`config.mk`:
```
export PLATFORM = sky130hd
export DESIGN_NAME = rxcas_top
export DESIGN_NICKNAME = d
export VERILOG_FILES = /design/src/hw/rxcas_top.v
export VERILOG_INCLUDE_DIRS = /design/src /design/src/hw
export SDC_FILE = /design/constraint.sdc
export NUM_CORES = 1
export LEC_CHECK = 0
export ABC_CLOCK_PERIOD_IN_PS = 5700
export CORE_UTILIZATION = 69
export CTS_CLUSTER_SIZE = 16
export DETAILED_ROUTE_END_ITERATION = 12
export DONT_BUFFER_PORTS = 1
export PLACE_DENSITY = 0.83
export SLEW_MARGIN = 25
export SYNTH_ARGS = -nofsm -noshare
export SYNTH_HDL_FRONTEND = slang
export SYNTH_SLANG_ARGS = --single-unit
```
`constraint.sdc`:
```
create_clock -name aclk -period 5.7 [get_ports aclk]
set_input_delay 1.14 -clock aclk [delete_from_list [all_inputs] [get_ports aclk]]
set_output_delay 1.14 -clock aclk [all_outputs]
set_load 0.03 [all_outputs]
```
`src/hw/rxcas_consts.vh`:
```
// Contract
// - with the 16-code substitution format, replacement A, B, C and D come from bits 3-0 of the timeslot's substitution value register; code: A=bit 0, D=bit 3.
// - substitution format 10 replaces only A and B, taking them from bits 4 and 5 of the substitution value register.
// - substitution format 11 replaces only A, taking it from bit 6 of the substitution value register.
// - extraction scheme 00 extracts no signaling for the timeslot.
// - extraction scheme 01 extracts all four bits A, B, C and D.
// - extraction scheme 10 extracts only A and B (4-code form).
// - extraction scheme 11 extracts only A (2-code form).
// - extracted signaling goes to the signaling array, to the signaling pin when the receive signaling interface is on, and to the overhead pin when its enable is set.
// - there is one substitution value register per timeslot, the lowest address for timeslot 0 and the highest for timeslot 31.
// - there are 32 read-only signaling array registers, bits 7-4 reserved and A, B, C, D in the low bits.
// - substitution changes only the PCM output; the array and the signaling pin keep the received values.
// - substitution format 00 replaces every signaling bit of the timeslot with one on the PCM output.
// - with debounce on, array and pin update only after the same value held for 2 consecutive superframes, otherwise at once.
// - with the overhead enable set the array contents go out on the overhead pin, otherwise nothing goes out there.
`ifndef RXCAS_CONSTS_VH
`define RXCAS_CONSTS_VH

// register indices; byte address is four times the index
`define RXCAS_IDX_CTRL_BASE   12'h3a0
`define RXCAS_IDX_SUBST_BASE  12'h3c0
`define RXCAS_IDX_ARRAY_BASE  12'h500
`define RXCAS_IDX_GLOBAL      12'h3f0

// control register fields
`define RXCAS_CTRL_SUBST_EN   6
`define RXCAS_CTRL_OH_EN      5
`define RXCAS_CTRL_DEB_EN     4
`define RXCAS_CTRL_FMT_HI     3
`define RXCAS_CTRL_FMT_LO     2
`define RXCAS_CTRL_EXT_HI     1
`define RXCAS_CTRL_EXT_LO     0

// substitution value fields
`define RXCAS_SUB16_HI        3
`define RXCAS_SUB4_A          4
`define RXCAS_SUB4_B          5
`define RXCAS_SUB2_A          6

// global register field
`define RXCAS_GLB_SIGIF_EN    0

// codes
`define RXCAS_FMT_ALL_ONES    2'b00
`define RXCAS_FMT_16          2'b01
`define RXCAS_FMT_4           2'b10
`define RXCAS_FMT_2           2'b11
`define RXCAS_EXT_NONE        2'b00
`define RXCAS_EXT_16          2'b01
`define RXCAS_EXT_4           2'b10
`define RXCAS_EXT_2           2'b11

// reset values
`define RXCAS_RST_CTRL        7'h00
`define RXCAS_RST_SUBST       7'h00
`define RXCAS_RST_ARRAY       4'h0
`define RXCAS_RST_GLOBAL      1'b0

// axi responses
`define RXCAS_RESP_OKAY       2'b00
`define RXCAS_RESP_SLVERR     2'b10

`endif

```
`src/hw/rxcas_top.v`:
```
// Design decision made here: the AXI4-Lite register port.
`timescale 1ns/1ns
`include "rxcas_consts.vh"

module rxcas_top (
  input  wire        aclk,
  input  wire        aresetn,
  input  wire        ce,
  // register bus
  input  wire [15:0] s_axi_awaddr,
  input  wire        s_axi_awvalid,
  output reg         s_axi_awready,
  input  wire [31:0] s_axi_wdata,
  input  wire [3:0]  s_axi_wstrb,
  input  wire        s_axi_wvalid,
  output reg         s_axi_wready,
  output reg  [1:0]  s_axi_bresp,
  output reg         s_axi_bvalid,
  input  wire        s_axi_bready,
  input  wire [15:0] s_axi_araddr,
  input  wire        s_axi_arvalid,
  output reg         s_axi_arready,
  output reg  [31:0] s_axi_rdata,
  output reg  [1:0]  s_axi_rresp,
  output reg         s_axi_rvalid,
  input  wire        s_axi_rready,
  // received stream from the framer, one timeslot per word
  input  wire        in_valid,
  output reg         in_ready,
  input  wire [4:0]  in_ts,
  input  wire [7:0]  in_byte,
  input  wire [3:0]  in_sig,
  input  wire        in_sf,
  // pcm output stream
  output reg         out_valid,
  input  wire        out_ready,
  output reg  [4:0]  out_ts,
  output reg  [7:0]  out_byte,
  output reg  [3:0]  rx_pcm_serial_out,
  // signaling and overhead pins
  output reg  [4:0]  rx_sig_ts,
  output reg  [3:0]  rx_sig_out_pin,
  output reg  [3:0]  rx_overhead_out_pin
);

  // per-timeslot storage and the global interface enable
  reg  [6:0]  ctrl_r      [0:31];
  reg  [6:0]  subst_r     [0:31];
  reg  [3:0]  sig_array_r [0:31];
  reg  [3:0]  sig_prev_r  [0:31];
  reg         sigif_en_r;

  // write channel state
  reg         aw_held_r;
  reg  [11:0] aw_idx_r;
  reg         w_held_r;
  reg  [7:0]  w_data_r;
  reg         w_strb_r;

  // two-entry output buffer, head drives the outputs directly
  reg  [1:0]  cnt_r;
  reg  [4:0]  tl_ts_r;
  reg  [7:0]  tl_byte_r;
  reg  [3:0]  tl_sig_r;

  integer     i;

  // ---------------- register decode ----------------
  // bases sized like the index so every compare matches in width;
  // each 32-entry block starts on a 32-index boundary
  localparam [11:0] CTRL_IDX  = `RXCAS_IDX_CTRL_BASE;
  localparam [11:0] SUBST_IDX = `RXCAS_IDX_SUBST_BASE;
  localparam [11:0] ARRAY_IDX = `RXCAS_IDX_ARRAY_BASE;
  localparam [11:0] GLB_IDX   = `RXCAS_IDX_GLOBAL;

  wire [11:0] ar_idx = s_axi_araddr[13:2];
  wire        ar_hi_zero = (s_axi_araddr[15:14] == 2'b00);
  wire        ar_ctrl  = ar_hi_zero && (ar_idx[11:5] == CTRL_IDX[11:5]);
  wire        ar_subst = ar_hi_zero && (ar_idx[11:5] == SUBST_IDX[11:5]);
  wire        ar_array = ar_hi_zero && (ar_idx[11:5] == ARRAY_IDX[11:5]);
  wire        ar_glb   = ar_hi_zero && (ar_idx == GLB_IDX);
  wire [4:0]  ar_ts    = ar_idx[4:0];

  wire        wr_ctrl  = (aw_idx_r[11:5] == CTRL_IDX[11:5]);
  wire        wr_subst = (aw_idx_r[11:5] == SUBST_IDX[11:5]);
  wire        wr_glb   = (aw_idx_r == GLB_IDX);
  wire [4:0]  wr_ts    = aw_idx_r[4:0];
  wire        wr_go    = aw_held_r && w_held_r && !s_axi_bvalid;

  // ---------------- datapath ----------------
  wire        take      = in_valid && in_ready;
  wire        pop       = out_valid && out_ready;
  wire [6:0]  ts_ctrl   = ctrl_r[in_ts];
  wire [6:0]  ts_subst  = subst_r[in_ts];
  wire [1:0]  fmt       = ts_ctrl[`RXCAS_CTRL_FMT_HI:`RXCAS_CTRL_FMT_LO];
  wire [1:0]  ext       = ts_ctrl[`RXCAS_CTRL_EXT_HI:`RXCAS_CTRL_EXT_LO];
  wire        deb_en    = ts_ctrl[`RXCAS_CTRL_DEB_EN];
  wire [3:0]  arr_cur   = sig_array_r[in_ts];
  wire [3:0]  prev_cur  = sig_prev_r[in_ts];

  // sig vectors hold a at bit 3 down to d at bit 0
  reg  [3:0]  pcm_sig;
  reg  [3:0]  ext_sig;
  reg  [3:0]  arr_nxt;
  reg         arr_upd;

  always @* begin
    pcm_sig = in_sig;
    if (ts_ctrl[`RXCAS_CTRL_SUBST_EN]) begin
      case (fmt)
        `RXCAS_FMT_ALL_ONES: pcm_sig = 4'hf;
        `RXCAS_FMT_16: pcm_sig = {ts_subst[0], ts_subst[1], ts_subst[2],
                                  ts_subst[`RXCAS_SUB16_HI]};
        `RXCAS_FMT_4: pcm_sig = {ts_subst[`RXCAS_SUB4_A], ts_subst[`RXCAS_SUB4_B],
                                 in_sig[1:0]};
        `RXCAS_FMT_2: pcm_sig = {ts_subst[`RXCAS_SUB2_A], in_sig[2:0]};
        default: pcm_sig = in_sig;
      endcase
    end
  end

  // bits dropped by schemes 10 and 11 read as zero in the array; scheme 00 keeps the entry
  always @* begin
    case (ext)
      `RXCAS_EXT_16: ext_sig = in_sig;
      `RXCAS_EXT_4:  ext_sig = {in_sig[3:2], 2'b00};
      `RXCAS_EXT_2:  ext_sig = {in_sig[3], 3'b000};
      default:       ext_sig = arr_cur;
    endcase
  end

  // array sees received bits only, never the substituted ones
  always @* begin
    arr_upd = 1'b0;
    if (take && in_sf && (ext != `RXCAS_EXT_NONE)) begin
      if (deb_en)
        arr_upd = (ext_sig == prev_cur);
      else
        arr_upd = 1'b1;
    end
    arr_nxt = arr_upd ? ext_sig : arr_cur;
  end

  // ---------------- register bus and per-timeslot state ----------------
  always @(posedge aclk) begin
    if (!aresetn) begin
      for (i = 0; i < 32; i = i + 1) begin
        ctrl_r[i]      <= `RXCAS_RST_CTRL;
        subst_r[i]     <= `RXCAS_RST_SUBST;
        sig_array_r[i] <= `RXCAS_RST_ARRAY;
        sig_prev_r[i]  <= `RXCAS_RST_ARRAY;
      end
      sigif_en_r    <= `RXCAS_RST_GLOBAL;
      aw_held_r     <= 1'b0;
      aw_idx_r      <= 12'h000;
      w_held_r      <= 1'b0;
      w_data_r      <= 8'h00;
      w_strb_r      <= 1'b0;
      s_axi_awready <= 1'b0;
      s_axi_wready  <= 1'b0;
      s_axi_bvalid  <= 1'b0;
      s_axi_bresp   <= `RXCAS_RESP_OKAY;
      s_axi_arready <= 1'b0;
      s_axi_rvalid  <= 1'b0;
      s_axi_rresp   <= `RXCAS_RESP_OKAY;
      s_axi_rdata   <= 32'h00000000;
    end else if (ce) begin
      // ready rises one cycle after reset release and after each response;
      // a pending response refuses the next write, so one write is in flight
      s_axi_awready <= !aw_held_r && !(s_axi_awvalid && s_axi_awready) && !wr_go &&
                       !s_axi_bvalid;
      s_axi_wready  <= !w_held_r && !(s_axi_wvalid && s_axi_wready) && !wr_go &&
                       !s_axi_bvalid;
      if (s_axi_awvalid && s_axi_awready) begin
        aw_held_r <= 1'b1;
        aw_idx_r  <= s_axi_awaddr[15:14] == 2'b00 ? s_axi_awaddr[13:2] : 12'hfff;
      end
      if (s_axi_wvalid && s_axi_wready) begin
        w_held_r <= 1'b1;
        w_data_r <= s_axi_wdata[7:0];
        w_strb_r <= s_axi_wstrb[0];
      end
      if (wr_go) begin
        aw_held_r    <= 1'b0;
        w_held_r     <= 1'b0;
        s_axi_bvalid <= 1'b1;
        // array space and holes answer slverr, nothing stored
        s_axi_bresp  <= (wr_ctrl || wr_subst || wr_glb) ? `RXCAS_RESP_OKAY
                                                        : `RXCAS_RESP_SLVERR;
        if (w_strb_r && wr_ctrl)
          ctrl_r[wr_ts] <= w_data_r[6:0];
        if (w_strb_r && wr_subst)
          subst_r[wr_ts] <= w_data_r[6:0];
        if (w_strb_r && wr_glb)
          sigif_en_r <= w_data_r[`RXCAS_GLB_SIGIF_EN];
      end else if (s_axi_bvalid && s_axi_bready) begin
        s_axi_bvalid <= 1'b0;
      end

      if (s_axi_arvalid && s_axi_arready) begin
        s_axi_arready <= 1'b0;
        s_axi_rvalid  <= 1'b1;
        s_axi_rresp   <= `RXCAS_RESP_OKAY;
        if (ar_ctrl)
          s_axi_rdata <= {25'h0000000, ctrl_r[ar_ts]};
        else if (ar_subst)
          s_axi_rdata <= {25'h0000000, subst_r[ar_ts]};
        else if (ar_array)
          s_axi_rdata <= {28'h0000000, sig_array_r[ar_ts]};
        else if (ar_glb)
          s_axi_rdata <= {31'h00000000, sigif_en_r};
        else begin
          s_axi_rdata <= 32'h00000000;
          s_axi_rresp <= `RXCAS_RESP_SLVERR;
        end
      end else if (s_axi_rvalid && s_axi_rready) begin
        s_axi_rvalid  <= 1'b0;
        s_axi_arready <= 1'b1;
      end else if (!s_axi_rvalid) begin
        s_axi_arready <= 1'b1;
      end

      // superframe samples kept for the two-superframe comparison
      if (take && in_sf) begin
        sig_prev_r[in_ts]  <= ext_sig;
        sig_array_r[in_ts] <= arr_nxt;
      end
    end
  end

  // ---------------- pins ----------------
  always @(posedge aclk) begin
    if (!aresetn) begin
      rx_sig_ts           <= 5'h00;
      rx_sig_out_pin      <= 4'h0;
      rx_overhead_out_pin <= 4'h0;
    end else if (ce && take) begin
      rx_sig_ts           <= in_ts;
      rx_sig_out_pin      <= sigif_en_r ? arr_nxt : 4'h0;
      rx_overhead_out_pin <= ts_ctrl[`RXCAS_CTRL_OH_EN] ? arr_nxt : 4'h0;
    end
  end

  // ---------------- output buffer ----------------
  // two entries so a stalled receiver loses no word; ready is registered,
  // so one slot of headroom is traded for a clean timing path
  always @(posedge aclk) begin
    if (!aresetn) begin
      cnt_r             <= 2'd0;
      in_ready          <= 1'b0;
      out_valid         <= 1'b0;
      out_ts            <= 5'h00;
      out_byte          <= 8'h00;
      rx_pcm_serial_out <= 4'h0;
      tl_ts_r           <= 5'h00;
      tl_byte_r         <= 8'h00;
      tl_sig_r          <= 4'h0;
    end else if (ce) begin
      case ({take, pop})
        2'b10: begin
          if (cnt_r == 2'd0) begin
            out_ts            <= in_ts;
            out_byte          <= in_byte;
            rx_pcm_serial_out <= pcm_sig;
          end else begin
            tl_ts_r   <= in_ts;
            tl_byte_r <= in_byte;
            tl_sig_r  <= pcm_sig;
          end
          cnt_r     <= cnt_r + 2'd1;
          out_valid <= 1'b1;
          in_ready  <= (cnt_r == 2'd0);
        end
        2'b01: begin
          out_ts            <= tl_ts_r;
          out_byte          <= tl_byte_r;
          rx_pcm_serial_out <= tl_sig_r;
          cnt_r     <= cnt_r - 2'd1;
          out_valid <= (cnt_r == 2'd2);
          in_ready  <= 1'b1;
        end
        2'b11: begin
          if (cnt_r == 2'd1) begin
            out_ts            <= in_ts;
            out_byte          <= in_byte;
            rx_pcm_serial_out <= pcm_sig;
          end else begin
            out_ts            <= tl_ts_r;
            out_byte          <= tl_byte_r;
            rx_pcm_serial_out <= tl_sig_r;
            tl_ts_r           <= in_ts;
            tl_byte_r         <= in_byte;
            tl_sig_r          <= pcm_sig;
          end
          in_ready <= (cnt_r == 2'd1);
        end
        default: begin
          in_ready <= (cnt_r != 2'd2);
        end
      endcase
    end
  end

endmodule // rxcas_top

```
======== After elaboration in Yosys (flattened, before gate mapping) ========
Memories as Yosys holds them, arrays and structs flattened.
Index checks and enable logic that the tools add are counted.
word-level totals
  logic and storage cells ................. 195
  bits in latches ......................... 0
  memories kept ........................... 4
  RAM bits ................................ 704
  register bits after elaboration ......... 115
  ROM bits ................................ 0
  output and inout bits ................... 73
memory list
  memory       words  width  read ports  clocked after Yosys merged registers in  write ports  line            source
  ctrl_r       32     7      2           0                                        32           rxcas_top.v:47  reg [6:0] ctrl_r [0:31];
  subst_r      32     7      2           0                                        32           rxcas_top.v:48  reg [6:0] subst_r [0:31];
  sig_array_r  32     4      2           0                                        32           rxcas_top.v:49  reg [3:0] sig_array_r [0:31];
  sig_prev_r   32     4      1           0                                        32           rxcas_top.v:50  reg [3:0] sig_prev_r [0:31];
cells by class
  div/mod/pow operators ................... 0
  reductions and logical operators ........ 62
  multipliers ............................. 0
  add/subtract/negate cells ............... 2
  magnitude comparators ................... 0
  bitwise gates (word level) .............. 0
  multiplexer cells ....................... 77
  equal/unequal tests ..................... 24
  shifts and indexed selects .............. 0
operator list
  cell                    count
  $mux W4                 11
  $mux W5                 8
  $mux W1                 33
  $mux W8                 4
  $eq A7 B5 Y1 const B    4
  $mux W7                 4
  $logic_and A1 B1 Y1     25
  $eq A12 B10 Y1 const B  2
  $pmux W4 S3             2
  $pmux W8 S3             1
  $reduce_and A2 Y1       10
  $pmux W4 S4             1
  $pmux W8 S2             1
  $pmux W5 S3             1
  $eq A2 B2 Y1 const B    7
  $reduce_bool A2 Y1      7
  $reduce_or A7 Y1        2
  $mux W12                1
  $mux W2                 5
  $pmux W5 S2             1
  $eq A2 B1 Y1 const B    4
  $logic_not A2 Y1        4
  $ne A2 B2 Y1 const B    4
  $pmux W4 S2             1
  other kinds (14)        22

======== Logic depth before layout (Yosys ltp) ========
  word-level depth ........................ 9
  depth in mapped cells ................... 17

======== Least setup slack after synthesis ========
No wires, ideal clock.
  kind .................................... input -> register
  start point ............................. in in_ts[1]
  end point ............................... mem sig_array_r[10][0] (enable)
  setup slack ............................. 1443 ps
  stages on the path ...................... 15
  buffers on the path ..................... 11
  data arrival time ....................... 3927 ps
  path through ............................ buf_6 > buf_6 > buf_6 > buf_6 > buf_6 > buf_4 > buf_2 > buf_2 > buf_2 > buf_4 > buf_2 > nand2_1 > nor2_1 > nand2_1 > nand2_1
RTL lines
  item             line            source
  start, declared  rxcas_top.v:30  input wire [4:0] in_ts,
  end, declared    rxcas_top.v:49

==> Implementation_results.wiki <==
{| class="wikitable"
! Metric !! Value
|-
| Result of the run || completed
|-
| Fmax || roughly 0.21 GHz
|-
| Clock Path Buffers || 3
|-
| Minimum period implied by the final worst setup slack || around 4.7 ns
|-
| Hold bufs inserted after CTS || 0
|-
| Final WL || around 120000 um
|-
| Distinct cell type count after synthesis || 90
|-
| Clock tree from TritonCTS || yes
|-
| Proportion of synthesized chip area in sequential cells || 0.556
|-
| Routability cong. || approximately 0.95
|-
| Core Area || between 0.05 and 0.06 mm2
|-
| Worst hold slack || roughly 0.47 ns
|-
| Max capacitance violation total || 0
|-
| Leading post-synthesis cells by instance count || edfxtp_1 (704), and2_1 (460), nor2_1 (330)
|-
| Area occupied by multi-input gates || roughly 0.017 mm2
|-
| Global-route wire length before repair || 174000 um
|-
| Dominant cells by area after synthesis || edfxtp_1 (51%), mux4_2 (14%), and2_1 (7.0%)
|-
| Static power due to leakage || ~16 nW
|-
| Maximum number of pins on one net before global-route repair || 232
|-
| Post-Synth Adder-Cell Area || 0.00212
|-
| Number of enable-type register cells in the synthesized netlist || just over 700
|-
| Initial antenna violation count || 2
|-
| Top cell type's share of synthesized area || 0.513
|-
| Total power divided by cell area || about 300 mW/mm2
|-
| Setup crit end kind || flip-flop
|-
| Type of the tightest min-delay check || reg -> reg
|-
| Worst-Skew Late Latency || around 0.65 ns
|-
| Total of buffers placed on input and output ports || 0
|-
| Via-to-Cell Ratio || between 7 and 8
|-
| Area of the die || just over 0.06 mm2
|-
| Residual antenna-violating net count after detailed routing || 0
|-
| Number of placement rows || between 80 and 90
|-
| Post-Route Skew || about 0.035 ns
|-
| Crit Path Class || in -> reg
|-
| Hpwl dp || ~76000 um
|-
| Syn Inst Count || between 3k and 4k
|-
| Initial detailed-routing violation count || a little over 4k
|-
| Share of synthesized flip-flops with an asynchronous set or reset || 0
|-
| TritonCTS Sinks || 792
|-
| Sequential cell area || about 0.023 mm2
|-
| Inst Count DP || 3669
|-
| Endpoints failing setup || 0
|-
| Commonest register cell after synthesis || edfxtp_1
|-
| Deepest level of the CTS H-tree || 3
|-
| Clock transition at the registers of the reported paths || 0.07 ns
|-
| Residual DRC count || 0
|-
| Share of final-layout standard cells stronger than drive strength 1 || 0.192
|-
| Number of buffers created by CTS || 81
|-
| Number of setup buffers added after CTS || 0
|-
| Max-slew violation count || 0
|-
| Unrepaired setup endpoints after global routing || false
|-
| Post-Synthesis Cell Area || between 0.04 and 0.05 mm2
|-
| Simple-gate share of the synthesized area || 0.152
|-
| I/O Pins || between 150 and 200
|-
| Element type at the critical path start || primary input
|-
| Required time of the critical path || just over 6 ns
|-
| Height of the die || between 200 and 250 um
|-
| Routed vias || around 28k
|-
| Compound-gate portion of the synthesized area || 0.0623
|-
| Number of register bits inferred by synthesis || 792
|-
| Least-Margin Pin Slew || around 1.1 ns
|-
| Multiplexer share of the synthesized area || 0.188
|-
| Area Overhead vs Synth || 6.96%
|-
| CTS-repair resized insts || 0
|-
| Total negative slack || 0 ns
|-
| Die Span X || 246 um
|-
| Warnings from Yosys || 0
|-
| Share of the clock period used by the worst path || 0.817
|-
| Worst endpoint data arrival time || between 5 and 6 ns
|-
| Most common cell in the netlist || edfxtp_1
|-
| Pre-CTS worst setup slack || 0.854 ns
|-
| Number of nets at the end of the flow || 3082
|-
| Final Instance Count excl. Fillers || 3817
|-
| Post-Synth XOR/XNOR Area || 0.00167
|-
| Largest family of logic cells by synthesized area || multiplexers
|-
| Initial Util || 0.698
|-
| Peak supply drop || slightly below 0.0004 V
|-
| Filler instances || ~3.5k
|-
| Most area-hungry cell type in the Yosys netlist || edfxtp_1
|-
| Routed wire per std cell || ~31 um
|-
| Global-route congestion overflow total || 0
|-
| Setup slack after layout || about 1.0 ns
|-
| Via count of the first global-routing pass || between 20k and 30k
|-
| Router iterations before antenna repair || 6
|-
| CTS Root Cell || clkbuf_16
|-
| Mean cell area of the mapped netlist || 13.5 um2
|-
| Highest net fanout along the worst path || ~230
|-
| Final hold vios || 0
|-
| Total global routing track utilization || 0.395
|-
| Max_slew headroom || 0.250
|}
[cell families after synthesis]
| group | after synthesis |
|---|---|
| adders and majority gates | 7 |
| AOI/OAI and AO/OA | 366 |
| and+or+nand+nor | 1166 |
| other | 1 |
| buffers and inverters | 292 |
| muxes | 427 |
| DFF | 792 |
| xor gates and xnor gates | 7 |
[layout by cell type, fill, tap and decap left out, types with 7 or more instances in the layout]
master,n
edfxtp_1,704
and2_1,460
nor2_1,324
mux4_2,258
nand2_1,173
mux2i_1,139
buf_4,92
o22ai_1,83
clkbuf_16,83
dfxtp_1,81
o21ai_0,80
nor2_2,36
a22oi_1,36
a21boi_0,29
nand3_1,28
a21oi_1,28
conb_1,27
a221oi_1,21
nor3b_1,18
clkinv_2,18
clkbuf_1,16
mux4_1,14
mux2_2,14
nor4_1,13
o221a_2,13
inv_1,11
nor2b_1,11
clkinv_1,11
nand3b_1,9
o211a_1,9
and3_1,8
a211oi_1,8
nor4_2,7
nor3_1,7
ha_1,7
dfxtp_2,7
[worst paths after layout]
kind / depth (start not counted) / slack (ns) / end / from
min: 2 / 0.47 / tl_byte_r[7]$_SDFFE_PN0P_ / tl_byte_r[7]$_SDFFE_PN0P_
max: 10 / 1.05 / sig_array_r[22][0]$_SDFFCE_PN0P_ / in_ts[1]
min reg2reg: 2 / 0.47 / tl_byte_r[7]$_SDFFE_PN0P_ / tl_byte_r[7]$_SDFFE_PN0P_
max reg2reg: 10 / 1.43 / sig_array_r[22][0]$_SDFFCE_PN0P_ / ctrl_r[22][0]$_SDFFCE_PN0P_
[per-stage QoR]
step           total power [mW]  utilization  instance area [um2]
6_report                   13.2        0.747                44100
5_1_grt                    13.4        0.747                44100
3_5_place_dp               7.97        0.703                41500
4_1_cts                    13.1        0.747                44100
2_1_floorplan              7.73            -                41300
3_3_place_gp               7.92        0.703                41500
[metal layers]
metal / GRT usage / part of all wire / vias to the layer above
met5: 0 / 0.00024 / -
met4: 0.239 / 0.072 / 4
met3: 0.110 / 0.14 / 528
met2: 0.604 / 0.46 / 2326
met1: 0.505 / 0.32 / 13900
li1: - / - / 11400
[power breakdown]
group	total [mW]	internal (mW)	leakage [nW]	switching (mW)
Clock	5.24	2.92	1.25	2.33
Sequential	6.64	6.49	7.99	0.146
Combinational	1.28	0.507	6.45	0.769
[flip-flops by register name (all words and copies together) (netlist names), 2 cells and up]
register and cells:
w_data_r 7, cnt_r 2, sig_prev_r 128, tl_sig_r 4, out_byte 8, subst_r 224, rx_sig_ts 5, rx_sig_out_pin 4
tl_byte_r 8, ctrl_r 224, sig_array_r 128, rx_overhead_out_pin 4, rx_pcm_serial_out 4, tl_ts_r 5, s_axi_rdata 7, out_ts 5
aw_idx_r 12
[layout make-up]
type,count,share of cell area
clock buffer,99,0.0485
tap,773,0.0219
timing repair buffer,93,0.0161
sequential,792,0.520
antenna,1,0.0000568
clock inverter,48,0.00965
inverter,11,0.000937
multi-input combinational,2000,0.383
[critical path, stage by stage]
cell and delay, ns:
mux2i_1 0.51, o22ai_1 0.16, nor4_2 0.59, nand2_1 0.22, xnor2_1 0.44, a22oi_4 0.11, xnor2_2 0.47, o31a_1 0.23
nand3_2 0.64, nor2_1 0.37
No activity file was read; power rests on OpenSTA's default activity.
